### config.mk
export PLATFORM = sky130hd
export DESIGN_NAME = pdm_port_drive
export DESIGN_NICKNAME = d
export VERILOG_FILES = /design/src/inc/pdm_pkg.sv /design/src/hdl/pdm_sync.sv /design/src/hdl/pdm_pin_drv.sv /design/src/hdl/pdm_port_drive.sv
export SDC_FILE = /design/constraint.sdc
export NUM_CORES = 1
export LEC_CHECK = 0
export BUFFER_PORTS_ARGS = -buffer_cell sky130_fd_sc_hd__buf_2
export CAP_MARGIN = 5
export CELL_PAD_IN_SITES_DETAIL_PLACEMENT = 0
export CELL_PAD_IN_SITES_GLOBAL_PLACEMENT = 1
export CORE_ASPECT_RATIO = 0.9
export CORE_MARGIN = 10
export CORE_UTILIZATION = 40
export CTS_CLUSTER_DIAMETER = 150
export DETAILED_ROUTE_END_ITERATION = 8
export MAX_ROUTING_LAYER = met4
export PLACE_DENSITY_LB_ADDON = 0.08
export SLEW_MARGIN = 0
export SYNTH_ARGS = -nofsm -noshare
export SYNTH_HDL_FRONTEND = slang
export SYNTH_SLANG_ARGS = --single-unit
### constraint.sdc
create_clock -name ref_clk_in -period 1.2 [get_ports ref_clk_in]
set_input_delay 0.06 -clock ref_clk_in [delete_from_list [all_inputs] [get_ports ref_clk_in]]
set_output_delay 0.06 -clock ref_clk_in [all_outputs]
set_load 0.05 [all_outputs]
### src/inc/pdm_pkg.sv
/*
  Constants for the port pin drive mode block: register addresses, reset values and the
  2-bit pin code meanings.
  Assumes a byte-addressed register port with 16-bit data lanes.
*/
package pdm_pkg;

    // ----------------------------------------------------------------
    // Register map
    // ----------------------------------------------------------------
    localparam logic [15:0] PDM_ADDR_DATA     = 16'hF258;
    localparam logic [15:0] PDM_ADDR_DIR      = 16'hF259;
    localparam logic [15:0] PDM_ADDR_SEL_LOW  = 16'hF25A;
    localparam logic [15:0] PDM_ADDR_SEL_HIGH = 16'hF25B;

    localparam logic [7:0]  PDM_RESET_BYTE    = 8'h00;
    localparam logic [7:0]  PDM_DIR_OUTPUT    = 8'h00;
    localparam logic [15:0] PDM_RDATA_IDLE    = 16'h0000;
    localparam int          PDM_PINS          = 8;

    // ----------------------------------------------------------------
    // Pin codes
    // ----------------------------------------------------------------
    localparam logic [1:0] PDM_CODE_HIZ  = 2'h0;
    localparam logic [1:0] PDM_CODE_PCH  = 2'h1;
    localparam logic [1:0] PDM_CODE_NCH  = 2'h2;
    localparam logic [1:0] PDM_CODE_CMOS = 2'h3;

    localparam logic       PDM_DIR_OUT_BIT = 1'b0;

endpackage : pdm_pkg

### src/hdl/pdm_sync.sv
/*
  Two-flop synchroniser for the pin input levels.
  Assumes the pins are asynchronous to ref_clk_in.
*/
`timescale 1ns/100ps
module pdm_sync
    import pdm_pkg::*;
(
    // Clock and reset
    input  wire logic                clk_in,
    input  wire logic                reset_n_in,
    // Data
    input  wire logic [PDM_PINS-1:0] async_in,
    output logic      [PDM_PINS-1:0] sync_out
);

    logic [PDM_PINS-1:0] stage1_r;
    logic [PDM_PINS-1:0] stage2_r;
    logic [PDM_PINS-1:0] stage1_nxt;
    logic [PDM_PINS-1:0] stage2_nxt;

    always_comb
    begin
        stage1_nxt = async_in;
        stage2_nxt = stage1_r;
    end

    always_ff @(posedge clk_in or negedge reset_n_in)
    begin
        if (!reset_n_in)
        begin
            stage1_r <= PDM_RESET_BYTE;
            stage2_r <= PDM_RESET_BYTE;
        end
        else
        begin
            stage1_r <= stage1_nxt;
            stage2_r <= stage2_nxt;
        end
    end

    assign sync_out = stage2_r;

endmodule : pdm_sync

### src/hdl/pdm_pin_drv.sv
/*
  Decode of one pin: direction bit, 2-bit code and data bit into driver controls.
  Pure combinational; the top registers the results.
*/
`timescale 1ns/100ps
module pdm_pin_drv
    import pdm_pkg::*;
(
    // Control
    input  wire logic       dir_in,
    input  wire logic [1:0] code_in,
    input  wire logic       data_in,
    // Pad controls
    output logic            pad_out,
    output logic            pad_oe_n_out,
    output logic            pull_up_out,
    output logic            pull_down_out
);

    always_comb
    begin
        pad_out       = 1'b0;
        pad_oe_n_out  = 1'b1;
        pull_up_out   = 1'b0;
        pull_down_out = 1'b0;
        if (dir_in == PDM_DIR_OUT_BIT) // [RL3]
        begin
            case (code_in) // [RL1]
                PDM_CODE_PCH:
                begin
                    pad_out      = 1'b1;
                    pad_oe_n_out = ~data_in; // [RL7]
                end
                PDM_CODE_NCH:
                begin
                    pad_out      = 1'b0;
                    pad_oe_n_out = data_in; // [RL7]
                end
                PDM_CODE_CMOS:
                begin
                    pad_out      = data_in; // [RL7]
                    pad_oe_n_out = 1'b0;
                end
                default:
                begin
                    pad_oe_n_out = 1'b1;
                end
            endcase
        end
        else
        begin
            case (code_in) // [RL2]
                PDM_CODE_PCH:  pull_down_out = 1'b1;
                PDM_CODE_NCH:  pull_up_out   = 1'b1;
                default:       pull_up_out   = 1'b0;
            endcase
        end
    end

endmodule : pdm_pin_drv

### src/hdl/pdm_port_drive.sv
/*
  Eight-pin general-purpose port with per-pin drive mode selection.
  Holds data, direction and the two drive-select registers, decodes each pin
  and registers all pad controls.
  Assumes a register port whose read data appear one cycle after the read
  strobe, and an external pad that resolves level from output and enable.
*/
// Implementation choice: strobed register access.
// Notes on behaviour
// RL1 - Output mode codes: 00 hi-Z, 01 P open drain, 10 N open drain, 11 CMOS.
// RL2 - Input mode codes: 00 hi-Z, 01 pull-down, 10 pull-up, 11 hi-Z.
// RL3 - Direction bit 0 picks output meanings, 1 picks input meanings.
// RL4 - Low select register gives code bit 0, high register gives code bit 1.
// RL5 - Both select registers clear at reset, so pins start hi-Z output.
// RL6 - Select registers at F25A and F25B, fully read/write, byte or word.
// RL7 - Output mode drives data bit; input mode data read returns pin level.
// RL8 - Direction bits clear at reset, every pin starts as output.
// RL9 - Word access at F25A: low byte low register, high byte high register.
`timescale 1ns/100ps
module pdm_port_drive
    import pdm_pkg::*;
(
    // Clock and reset
    input  wire logic                ref_clk_in,
    input  wire logic                reset_n_in,
    // Register port
    input  wire logic [15:0]         reg_addr_in,
    input  wire logic [15:0]         reg_wdata_in,
    input  wire logic                reg_word_in,
    input  wire logic                reg_wr_in,
    input  wire logic                reg_rd_in,
    output logic      [15:0]         reg_rdata_out,
    // Pins
    input  wire logic [PDM_PINS-1:0] pin_in,
    output logic      [PDM_PINS-1:0] pin_out,
    output logic      [PDM_PINS-1:0] pin_oe_n_out,
    output logic      [PDM_PINS-1:0] pull_up_out,
    output logic      [PDM_PINS-1:0] pull_down_out
);

    // ----------------------------------------------------------------
    // Registers
    // ----------------------------------------------------------------
    logic [7:0]          port_data_register_r;
    logic [7:0]          port_direction_register_r;
    logic [7:0]          pin_drive_select_low_r;
    logic [7:0]          pin_drive_select_high_r;
    logic [15:0]         rdata_r;
    logic [7:0]          data_nxt;
    logic [7:0]          dir_nxt;
    logic [7:0]          sel_low_nxt;
    logic [7:0]          sel_high_nxt;
    logic [15:0]         rdata_nxt;
    logic [PDM_PINS-1:0] pin_sync;
    logic                word_low;

    pdm_sync u_sync
    (
        .clk_in     (ref_clk_in),
        .reset_n_in (reset_n_in),
        .async_in   (pin_in),
        .sync_out   (pin_sync)
    );

    // Word access only at the low select address; elsewhere it acts as a byte
    assign word_low = reg_word_in && (reg_addr_in == PDM_ADDR_SEL_LOW);

    always_comb
    begin
        data_nxt     = port_data_register_r;
        dir_nxt      = port_direction_register_r;
        sel_low_nxt  = pin_drive_select_low_r;
        sel_high_nxt = pin_drive_select_high_r;
        rdata_nxt    = PDM_RDATA_IDLE;
        if (reg_wr_in)
        begin
            case (reg_addr_in)
                PDM_ADDR_DATA:     data_nxt     = reg_wdata_in[7:0];
                PDM_ADDR_DIR:      dir_nxt      = reg_wdata_in[7:0];
                PDM_ADDR_SEL_LOW:
                begin
                    sel_low_nxt = reg_wdata_in[7:0]; // [RL6]
                    if (word_low)
                    begin
                        sel_high_nxt = reg_wdata_in[15:8]; // [RL9]
                    end
                end
                PDM_ADDR_SEL_HIGH: sel_high_nxt = reg_wdata_in[7:0]; // [RL6]
                default:           data_nxt     = port_data_register_r;
            endcase
        end
        if (reg_rd_in)
        begin
            case (reg_addr_in)
                // Input pins read live level, output pins the stored bit
                PDM_ADDR_DATA:
                    rdata_nxt = {8'h00, (port_direction_register_r & pin_sync)
                                 | (~port_direction_register_r & port_data_register_r)}; // [RL7]
                PDM_ADDR_DIR:      rdata_nxt = {8'h00, port_direction_register_r};
                PDM_ADDR_SEL_LOW:
                    rdata_nxt = word_low
                              ? {pin_drive_select_high_r, pin_drive_select_low_r} // [RL9]
                              : {8'h00, pin_drive_select_low_r}; // [RL6]
                PDM_ADDR_SEL_HIGH: rdata_nxt = {8'h00, pin_drive_select_high_r}; // [RL6]
                default:           rdata_nxt = PDM_RDATA_IDLE;
            endcase
        end
    end

    always_ff @(posedge ref_clk_in or negedge reset_n_in)
    begin
        if (!reset_n_in)
        begin
            port_data_register_r      <= PDM_RESET_BYTE;
            port_direction_register_r <= PDM_DIR_OUTPUT; // [RL8]
            pin_drive_select_low_r    <= PDM_RESET_BYTE; // [RL5]
            pin_drive_select_high_r   <= PDM_RESET_BYTE; // [RL5]
            rdata_r                   <= PDM_RDATA_IDLE;
        end
        else
        begin
            port_data_register_r      <= data_nxt;
            port_direction_register_r <= dir_nxt;
            pin_drive_select_low_r    <= sel_low_nxt;
            pin_drive_select_high_r   <= sel_high_nxt;
            rdata_r                   <= rdata_nxt;
        end
    end

    assign reg_rdata_out = rdata_r;

    // ----------------------------------------------------------------
    // Pin decode
    // ----------------------------------------------------------------
    logic [PDM_PINS-1:0] pad_nxt;
    logic [PDM_PINS-1:0] oe_n_nxt;
    logic [PDM_PINS-1:0] pu_nxt;
    logic [PDM_PINS-1:0] pd_nxt;
    logic [PDM_PINS-1:0] pad_r;
    logic [PDM_PINS-1:0] oe_n_r;
    logic [PDM_PINS-1:0] pu_r;
    logic [PDM_PINS-1:0] pd_r;

    genvar gi;
    generate
        for (gi = 0; gi < PDM_PINS; gi++)
        begin : g_pin
            pdm_pin_drv u_drv
            (
                .dir_in        (port_direction_register_r[gi]),
                .code_in       ({pin_drive_select_high_r[gi],
                                 pin_drive_select_low_r[gi]}), // [RL4]
                .data_in       (port_data_register_r[gi]),
                .pad_out       (pad_nxt[gi]),
                .pad_oe_n_out  (oe_n_nxt[gi]),
                .pull_up_out   (pu_nxt[gi]),
                .pull_down_out (pd_nxt[gi])
            );
        end
    endgenerate

    // Registered pad controls cost one cycle of latency but keep outputs glitch free
    always_ff @(posedge ref_clk_in or negedge reset_n_in)
    begin
        if (!reset_n_in)
        begin
            pad_r  <= PDM_RESET_BYTE;
            oe_n_r <= ~PDM_RESET_BYTE;
            pu_r   <= PDM_RESET_BYTE;
            pd_r   <= PDM_RESET_BYTE;
        end
        else
        begin
            pad_r  <= pad_nxt;
            oe_n_r <= oe_n_nxt;
            pu_r   <= pu_nxt;
            pd_r   <= pd_nxt;
        end
    end

    assign pin_out       = pad_r;
    assign pin_oe_n_out  = oe_n_r;
    assign pull_up_out   = pu_r;
    assign pull_down_out = pd_r;
endmodule : pdm_port_drive

==> results of run 1 <==
==> cell type report <==
cell class	count	share of cell area
flip-flops and latches	96	0.457
multi-input cells	159	0.282
repair buffers	151	0.192
well taps	122	0.0289
clock buffers	9	0.0234
clock inverters	7	0.0166
==> per-layer routing <==
metal | share of wire | global-route usage | up-vias
met3 | 0.061 | 0.0366 | 12
met5 | 0 | - | -
met2 | 0.46 | 0.209 | 79
met4 | 0.011 | 0.0353 | 0
li1 | - | - | 1260
met1 | 0.47 | 0.187 | 1291
==> flip-flops by register name (all words and copies together), names as in the netlist <==
register and flops:
pin_drive_select_high_r 8, pin_drive_select_low_r 8, pin_oe_n_out 8, pin_out 8
port_data_register_r 8, port_direction_register_r 8, pull_down_out 8, pull_up_out 8
reg_rdata_out 16, u_sync.stage1_r 8, u_sync.sync_out 8
==> report_power, final <==
| part | internal, mW | switching [mW] | total [mW] |
|---|---|---|---|
| combinational | 0.149 | 0.148 | 0.297 |
| sequential | 3.26 | 0.00802 | 3.27 |
| clock | 1.01 | 1.21 | 2.21 |
| total | 4.42 | 1.36 | 5.78 |
==> per-stage QoR <==
stage	power, mW	hold WS (ns)
after CTS	5.87	0.0144
after floorplan	3.38	-0.236
after global routing	6.03	0.0164
after global placement	3.59	-0.0867
final	5.78	0.0251
after detailed placement	3.59	-0.0865
==> worst min path at each step <==
stage	slack, ns	depth (start not counted)	end	start
final	0.03	2	reg_rdata_out[14]$_DFF_PN0_	reg_word_in
after detailed placement	-0.09	1	pin_out[0]$_DFF_PN0_	reset_n_in
after floorplan	-0.24	0	pin_drive_select_high_r[0]$_DFFE_PN0P_	reset_n_in
after global routing	0.02	2	reg_rdata_out[14]$_DFF_PN0_	reg_word_in
after global placement	-0.09	1	pin_out[0]$_DFF_PN0_	reset_n_in
after CTS	0.01	2	reg_rdata_out[14]$_DFF_PN0_	reg_word_in
==> synthesized netlist by cell type <==
cell type and n:
buf_6 1, or4bb_1 2, nor3b_1 8, buf_2 1
o311ai_1 1, mux2_4 8, or2_2 8, and3_1 1
or4b_4 1, and4b_1 1, a22oi_1 16, nor4_1 1
nor2_1 9, mux2_1 31, nor4_2 2, or4b_2 1
nor2b_1 8, nor4_4 3, clkbuf_1 1, and4_1 1
nand4b_1 1, and3b_1 8, nand4b_2 1, dfrtp_1 88
nand3_2 1, nand4bb_1 1, and2_1 7, mux2_2 9
buf_4 1, nor2_8 1, nand4_1 1, or4_4 1
nand2b_1 1, a21oi_1 16, nand2_1 9, dfstp_2 8
==> timing repair <==
item / CTS / global route
setup endpoints to repair: 56 / 48
buffers inserted: 1 / 0
hold buffers: 17 / 0
endpoints found under the hold margin: 120 / 0
pin swaps: 4 / 3
resized for setup: 14 / 2
==> worst reg2reg max path: stages (launching register included) <==
cell and delay, ns:
dfrtp_1 0.42, mux2_1 0.30, a22oi_1 0.17, a21oi_1 0.09
==> logic make-up after synthesis <==
family          count (synthesis)  share of synthesized area
compound gates                 33                     0.0548
buf+inv                         4                    0.00721
mux                            48                      0.150
flops                          96                      0.632
simple gates                   78                      0.156
==> flow_summary_export.csv, run 1 <==
group,metric,value,unit
layout,nets,462,
layout,final_common_cell,"dfrtp_1",
setup_path,crit_family,"simple AND/OR/NAND/NOR gates",
yosys,synth_area,0.00382,mm^2
placed_design,placedInstanceArea,0.00484,mm^2
layout,antennaDiodeCount,0,
yosys,ys_types,36,
sta,min_period_over_period,1.28,
floorplan,dieHeight,113,um
sta,setup_ws,-0.336,ns
floorplan,initial_core_util,0.414,
setup_path,rr_worst_depth,3,
layout,drive_gt1_frac,0.521,
layout,multiInputGateArea,0.00149,mm^2
layout,regArea,0.00241,mm^2
setup_path,r2r_start,"port_data_register_r[6]$_DFFE_PN0P_",
floorplan,io_pins,93,
clocking,clk_pin_slew,0.09,ns
layout,fin_cells,544,
layout,nFillCells,777,
placed_design,port_buffers,92,
sta,hold_viol,0,
sta,worst_pin_slew,0.281,ns
setup_path,cp_max_fo,8,
flow_run,drv_cap,0,
setup_path,arrival,1.78,ns
grt,grt_util_all_layers,0.140,
drt,dr.first_iter.drc_count,151,
setup_path,cp.depth,5,
floorplan,dieArea,0.0139,mm^2
drt,ant_nets,0,
drt,via_count,2642,
drt,via_per_inst,4.86,
sta,relSlewSlack,0.811,
run_status,violations,"negative setup slack",
drt,dr.pass1.iters,4,
run_status,status,"finished, violations left",
sta,final.min_clock_period,1.54,ns
setup_path,slowest_delay,0.58,ns
yosys,synth_fp_nets,304,
placed_design,place_hpwl,6.74,mm
layout,final_cell_mix,"dfrtp_1 (88), buf_2 (82), buf_4 (45), mux2_4 (31), dlygate4sd3_1 (17)",
yosys,ys_seq_area_frac,0.632,
setup_path,critPathSlowestCell,"or4b_4",
setup_path,crit_path_start_kind,"input pin",
yosys,synth_seq_cells,96,
drt,finalWirelength,9.14,mm
drt,routedWlPerCell,16.8,um
pwr,power_density,1090,mW/mm^2
sta,slew_viol_final,0,
sta,setup_violations,48,
floorplan,coreArea,0.00921,mm^2
drt,drc,0,
yosys,yosys-top-cells-area,"dfrtp_1 (58%), mux2_1 (9.1%), dfstp_2 (5.5%), a22oi_1 (3.1%), mux2_4 (3.1%)",
yosys,yosys.area.top_type_share,0.577,
clocking,clockBufferDepth,2,
setup_path,critical_path_required,1.45,ns
placed_design,dpl.cell_count,510,
setup_path,path_class,"input pin to flip-flop",
grt,antenna_found_initial,0,
setup_path,crit_end,"pin_drive_select_high_r[0]$_DFFE_PN0P_",
sta,rsz0062_at_grt,"true",
grt,grt_first_pass_wirelength,14.9,mm
pwr,vdd_drop_max,0.663,mV
yosys,postSynthCellCount,259,
setup_path,cp-end-kind,"flip-flop",
setup_path,path_cells,"buf_6, or4b_4, or4_4, nor2_8, mux2_4",
setup_path,cp.buffers_inverters,1,
clocking,h-tree-depth,3,
placed_design,dpl_worst_slack,-0.724,ns
yosys,postSynthAreaPerCell,14.7,um^2
sta,fmax,651,MHz
grt,grt_max_degree,46,
clocking,clkLatencyLatePin,0.36,ns
min_path,min_path_type,"input pin to flip-flop",
grt,grt_overflow,0,
yosys,synth_top_area_cell,"dfrtp_1",
clocking,cts_tree,"built",
placed_design,place.gp.congestion,0.833,
grt,grt_pass1_vias,2855,
sta,skew,0.0112,ns
clocking,cts.sink_count,96,
floorplan,rows,33,
layout,finalInstanceArea,0.00528,mm^2
yosys,yosysWarnings,0,
setup_path,r2r_end,"reg_rdata_out[6]$_DFF_PN0_",
layout,areaGrowthSynthToFinish,38.4,%
setup_path,startpoint,"reg_addr_in[8]",
floorplan,die_w,123,um
setup_path,reg2reg_setup_slack,0.10,ns
clocking,cts_buffers,9,
sta,finalSetupTns,-10.05,ns
layout,fin_util,0.574,
clocking,cts.root.buffer_cell,"clkbuf_8",
pwr,leakage,2.73,nW
Note: power is estimated with default switching activity, not from simulation.
==> inputs of run 2 (changes only) <==
- HOLD_SLACK_MARGIN: not set -> 0.1
- TNS_END_PERCENT: not set -> 100
==> flow_summary_export.csv, run 2 (synthesis results as in run 1) <==
group,metric,value,unit
flow_run,drv_cap,0,
setup_path,reg2reg_setup_slack,0.10,ns
pwr,intPower,4.44,mW
floorplan,io_pins,93,
layout,final_common_cell,"dfrtp_1",
drt,drc,0,
layout,regArea,0.00241,mm^2
layout,multiInputGateArea,0.00149,mm^2
sta,worst_pin_slew,0.380,ns
setup_path,r2r_end,"reg_rdata_out[6]$_DFF_PN0_",
clocking,clockBufferDepth,2,
pwr,leakage,2.78,nW
grt,antenna_found_initial,0,
setup_path,crit_path_start_kind,"input pin",
pwr,power_frac_comb,0.056,
layout,final_cell_mix,"dfrtp_1 (88), buf_2 (82), buf_4 (45), mux2_4 (31), dlygate4sd3_1 (28)",
sta,skew,0.0107,ns
grt,grt_overflow,0,
pwr,p_clk_frac,0.381,
placed_design,place.gp.congestion,0.833,
min_path,min_to,"reg_rdata_out[9]$_DFF_PN0_",
setup_path,r2r_start,"port_data_register_r[6]$_DFFE_PN0P_",
placed_design,dpl_worst_slack,-0.724,ns
layout,nets,473,
pwr,switching_share,0.235,
setup_path,cp.buffers_inverters,1,
floorplan,initial_core_util,0.414,
grt,grt_util_all_layers,0.144,
drt,via_count,2684,
sta,rsz0062_at_grt,"true",
floorplan,dieArea,0.0139,mm^2
drt,ant_nets,0,
placed_design,placedInstanceArea,0.00484,mm^2
floorplan,dieHeight,113,um
clocking,clkLatencyLatePin,0.36,ns
placed_design,port_buffers,92,
clocking,clk_pin_slew,0.10,ns
drt,routed.top_layer,"met4",
setup_path,slowest_delay,0.58,ns
clocking,cts.sink_count,96,
sta,whs,0.167,ns
grt,grt_max_degree,46,
layout,antennaDiodeCount,0,
run_status,status,"finished, violations left",
clocking,h-tree-depth,3,
drt,wl_met2,4.27,mm
sta,slew_viol_final,0,
grt,grt_first_pass_wirelength,15.3,mm
layout,nFillCells,769,
sta,setup_violations,48,
pwr,vdd_drop_max,0.665,mV
placed_design,place_hpwl,6.74,mm
layout,finalInstanceArea,0.00539,mm^2
layout,fin_util,0.586,
grt,grt_pass1_vias,2918,
min_path,min_from,"reg_word_in",
layout,areaGrowthSynthToFinish,41.3,%
min_path,min_path_cells,3,
sta,relSlewSlack,0.746,
min_path,min_path_type,"input pin to flip-flop",
setup_path,rr_worst_depth,3,
sta,final.min_clock_period,1.53,ns
setup_path,crit_family,"simple AND/OR/NAND/NOR gates",
floorplan,coreArea,0.00921,mm^2
pwr,power.switching,1.36,mW
clocking,cts_tree,"built",
drt,finalWirelength,9.29,mm
setup_path,cp_max_fo,8,
sta,setup_ws,-0.332,ns
drt,dr.first_iter.drc_count,178,
drt,dr_wl_met3,590,um
layout,drive_gt1_frac,0.508,
clocking,cts_buffers,9,
drt,routedWlPerCell,16.7,um
drt,wl_met1,4.33,mm
drt,dr.pass1.iters,4,
floorplan,rows,33,
floorplan,die_w,123,um
setup_path,cp-end-kind,"flip-flop",
setup_path,critPathSlowestCell,"or4b_4",
clocking,cts.root.buffer_cell,"clkbuf_8",
pwr,p_total,5.81,mW
run_status,violations,"negative setup slack",
sta,min_period_over_period,1.28,
pwr,pwr-share-seq,0.563,
layout,largest_reg_flops,16,
setup_path,path_class,"input pin to flip-flop",
sta,hold_viol,0,
sta,fmax,653,MHz
drt,via_per_inst,4.84,
setup_path,critical_path_required,1.45,ns
pwr,power_density,1080,mW/mm^2
setup_path,path_cells,"buf_6, or4b_4, or4_4, nor2_8, mux2_4",
setup_path,arrival,1.78,ns
## run 2: changes by cell type in the layout (fill, tap and decap cells not counted), sizes merged
cell,previous run,this run
dlygate4sd3,17,28
## run 2: layer usage
layer  vias up  global-route usage
met5         -                   -
met4         0              0.0353
met3        12              0.0371
met2        82               0.217
met1      1307               0.188
li1       1283                   -
## run 2: cell type report
cell class	instances	share of cell area
tap	122	0.0283
multi-input combinational	159	0.277
timing repair buffer	162	0.209
clock buffer	9	0.0230
sequential	96	0.447
clock inverter	7	0.0162
## run 2: how the worst max path moves through the flow
stage                         startpoint                                     end  slack (ns)  depth (start not counted)
after floorplan           reg_addr_in[8]  pin_drive_select_high_r[6]$_DFFE_PN0P_       -0.74                          6
after global placement    reg_addr_in[8]   pin_drive_select_low_r[7]$_DFFE_PN0P_       -0.70                          6
after detailed placement  reg_addr_in[8]   pin_drive_select_low_r[1]$_DFFE_PN0P_       -0.72                          6
after CTS                 reg_addr_in[8]  pin_drive_select_high_r[0]$_DFFE_PN0P_       -0.31                          5
after global routing      reg_addr_in[8]  pin_drive_select_high_r[4]$_DFFE_PN0P_       -0.32                          5
final                     reg_addr_in[8]  pin_drive_select_high_r[0]$_DFFE_PN0P_       -0.33                          5
## run 2: power groups by stage
stage | clock (mW) | sequential, mW | combinational [mW]
2_1_floorplan | 0 | 3.33 | 0.0510
3_3_place_gp | 0 | 3.33 | 0.253
3_5_place_dp | 0 | 3.33 | 0.259
4_1_cts | 2.30 | 3.27 | 0.334
5_1_grt | 2.42 | 3.27 | 0.363
6_report | 2.21 | 3.27 | 0.326
## run 2: worst register-to-register path, stage by stage, from the launching register on
cell and delay, ns:
dfrtp_1 0.42, mux2_1 0.30, a22oi_1 0.17, a21oi_1 0.09
## run 2: repair_timing
item	4_1_cts	5_1_grt
hold endpoints to repair	140	0
resized for setup	14	2
hold buffers	28	0
pin swaps	4	3
endpoints found under the setup margin	56	48
setup buffers	1	0
## run 2: per-stage QoR
| step | cells | TNS [ns] |
|---|---|---|
| CTS | 555 | -10.74 |
| global route | 555 | -10.85 |
| finish | 555 | -9.98 |
| detailed placement | 510 | -30.81 |
| floorplan | 259 | -24.73 |
| global placement | 510 | -30.13 |
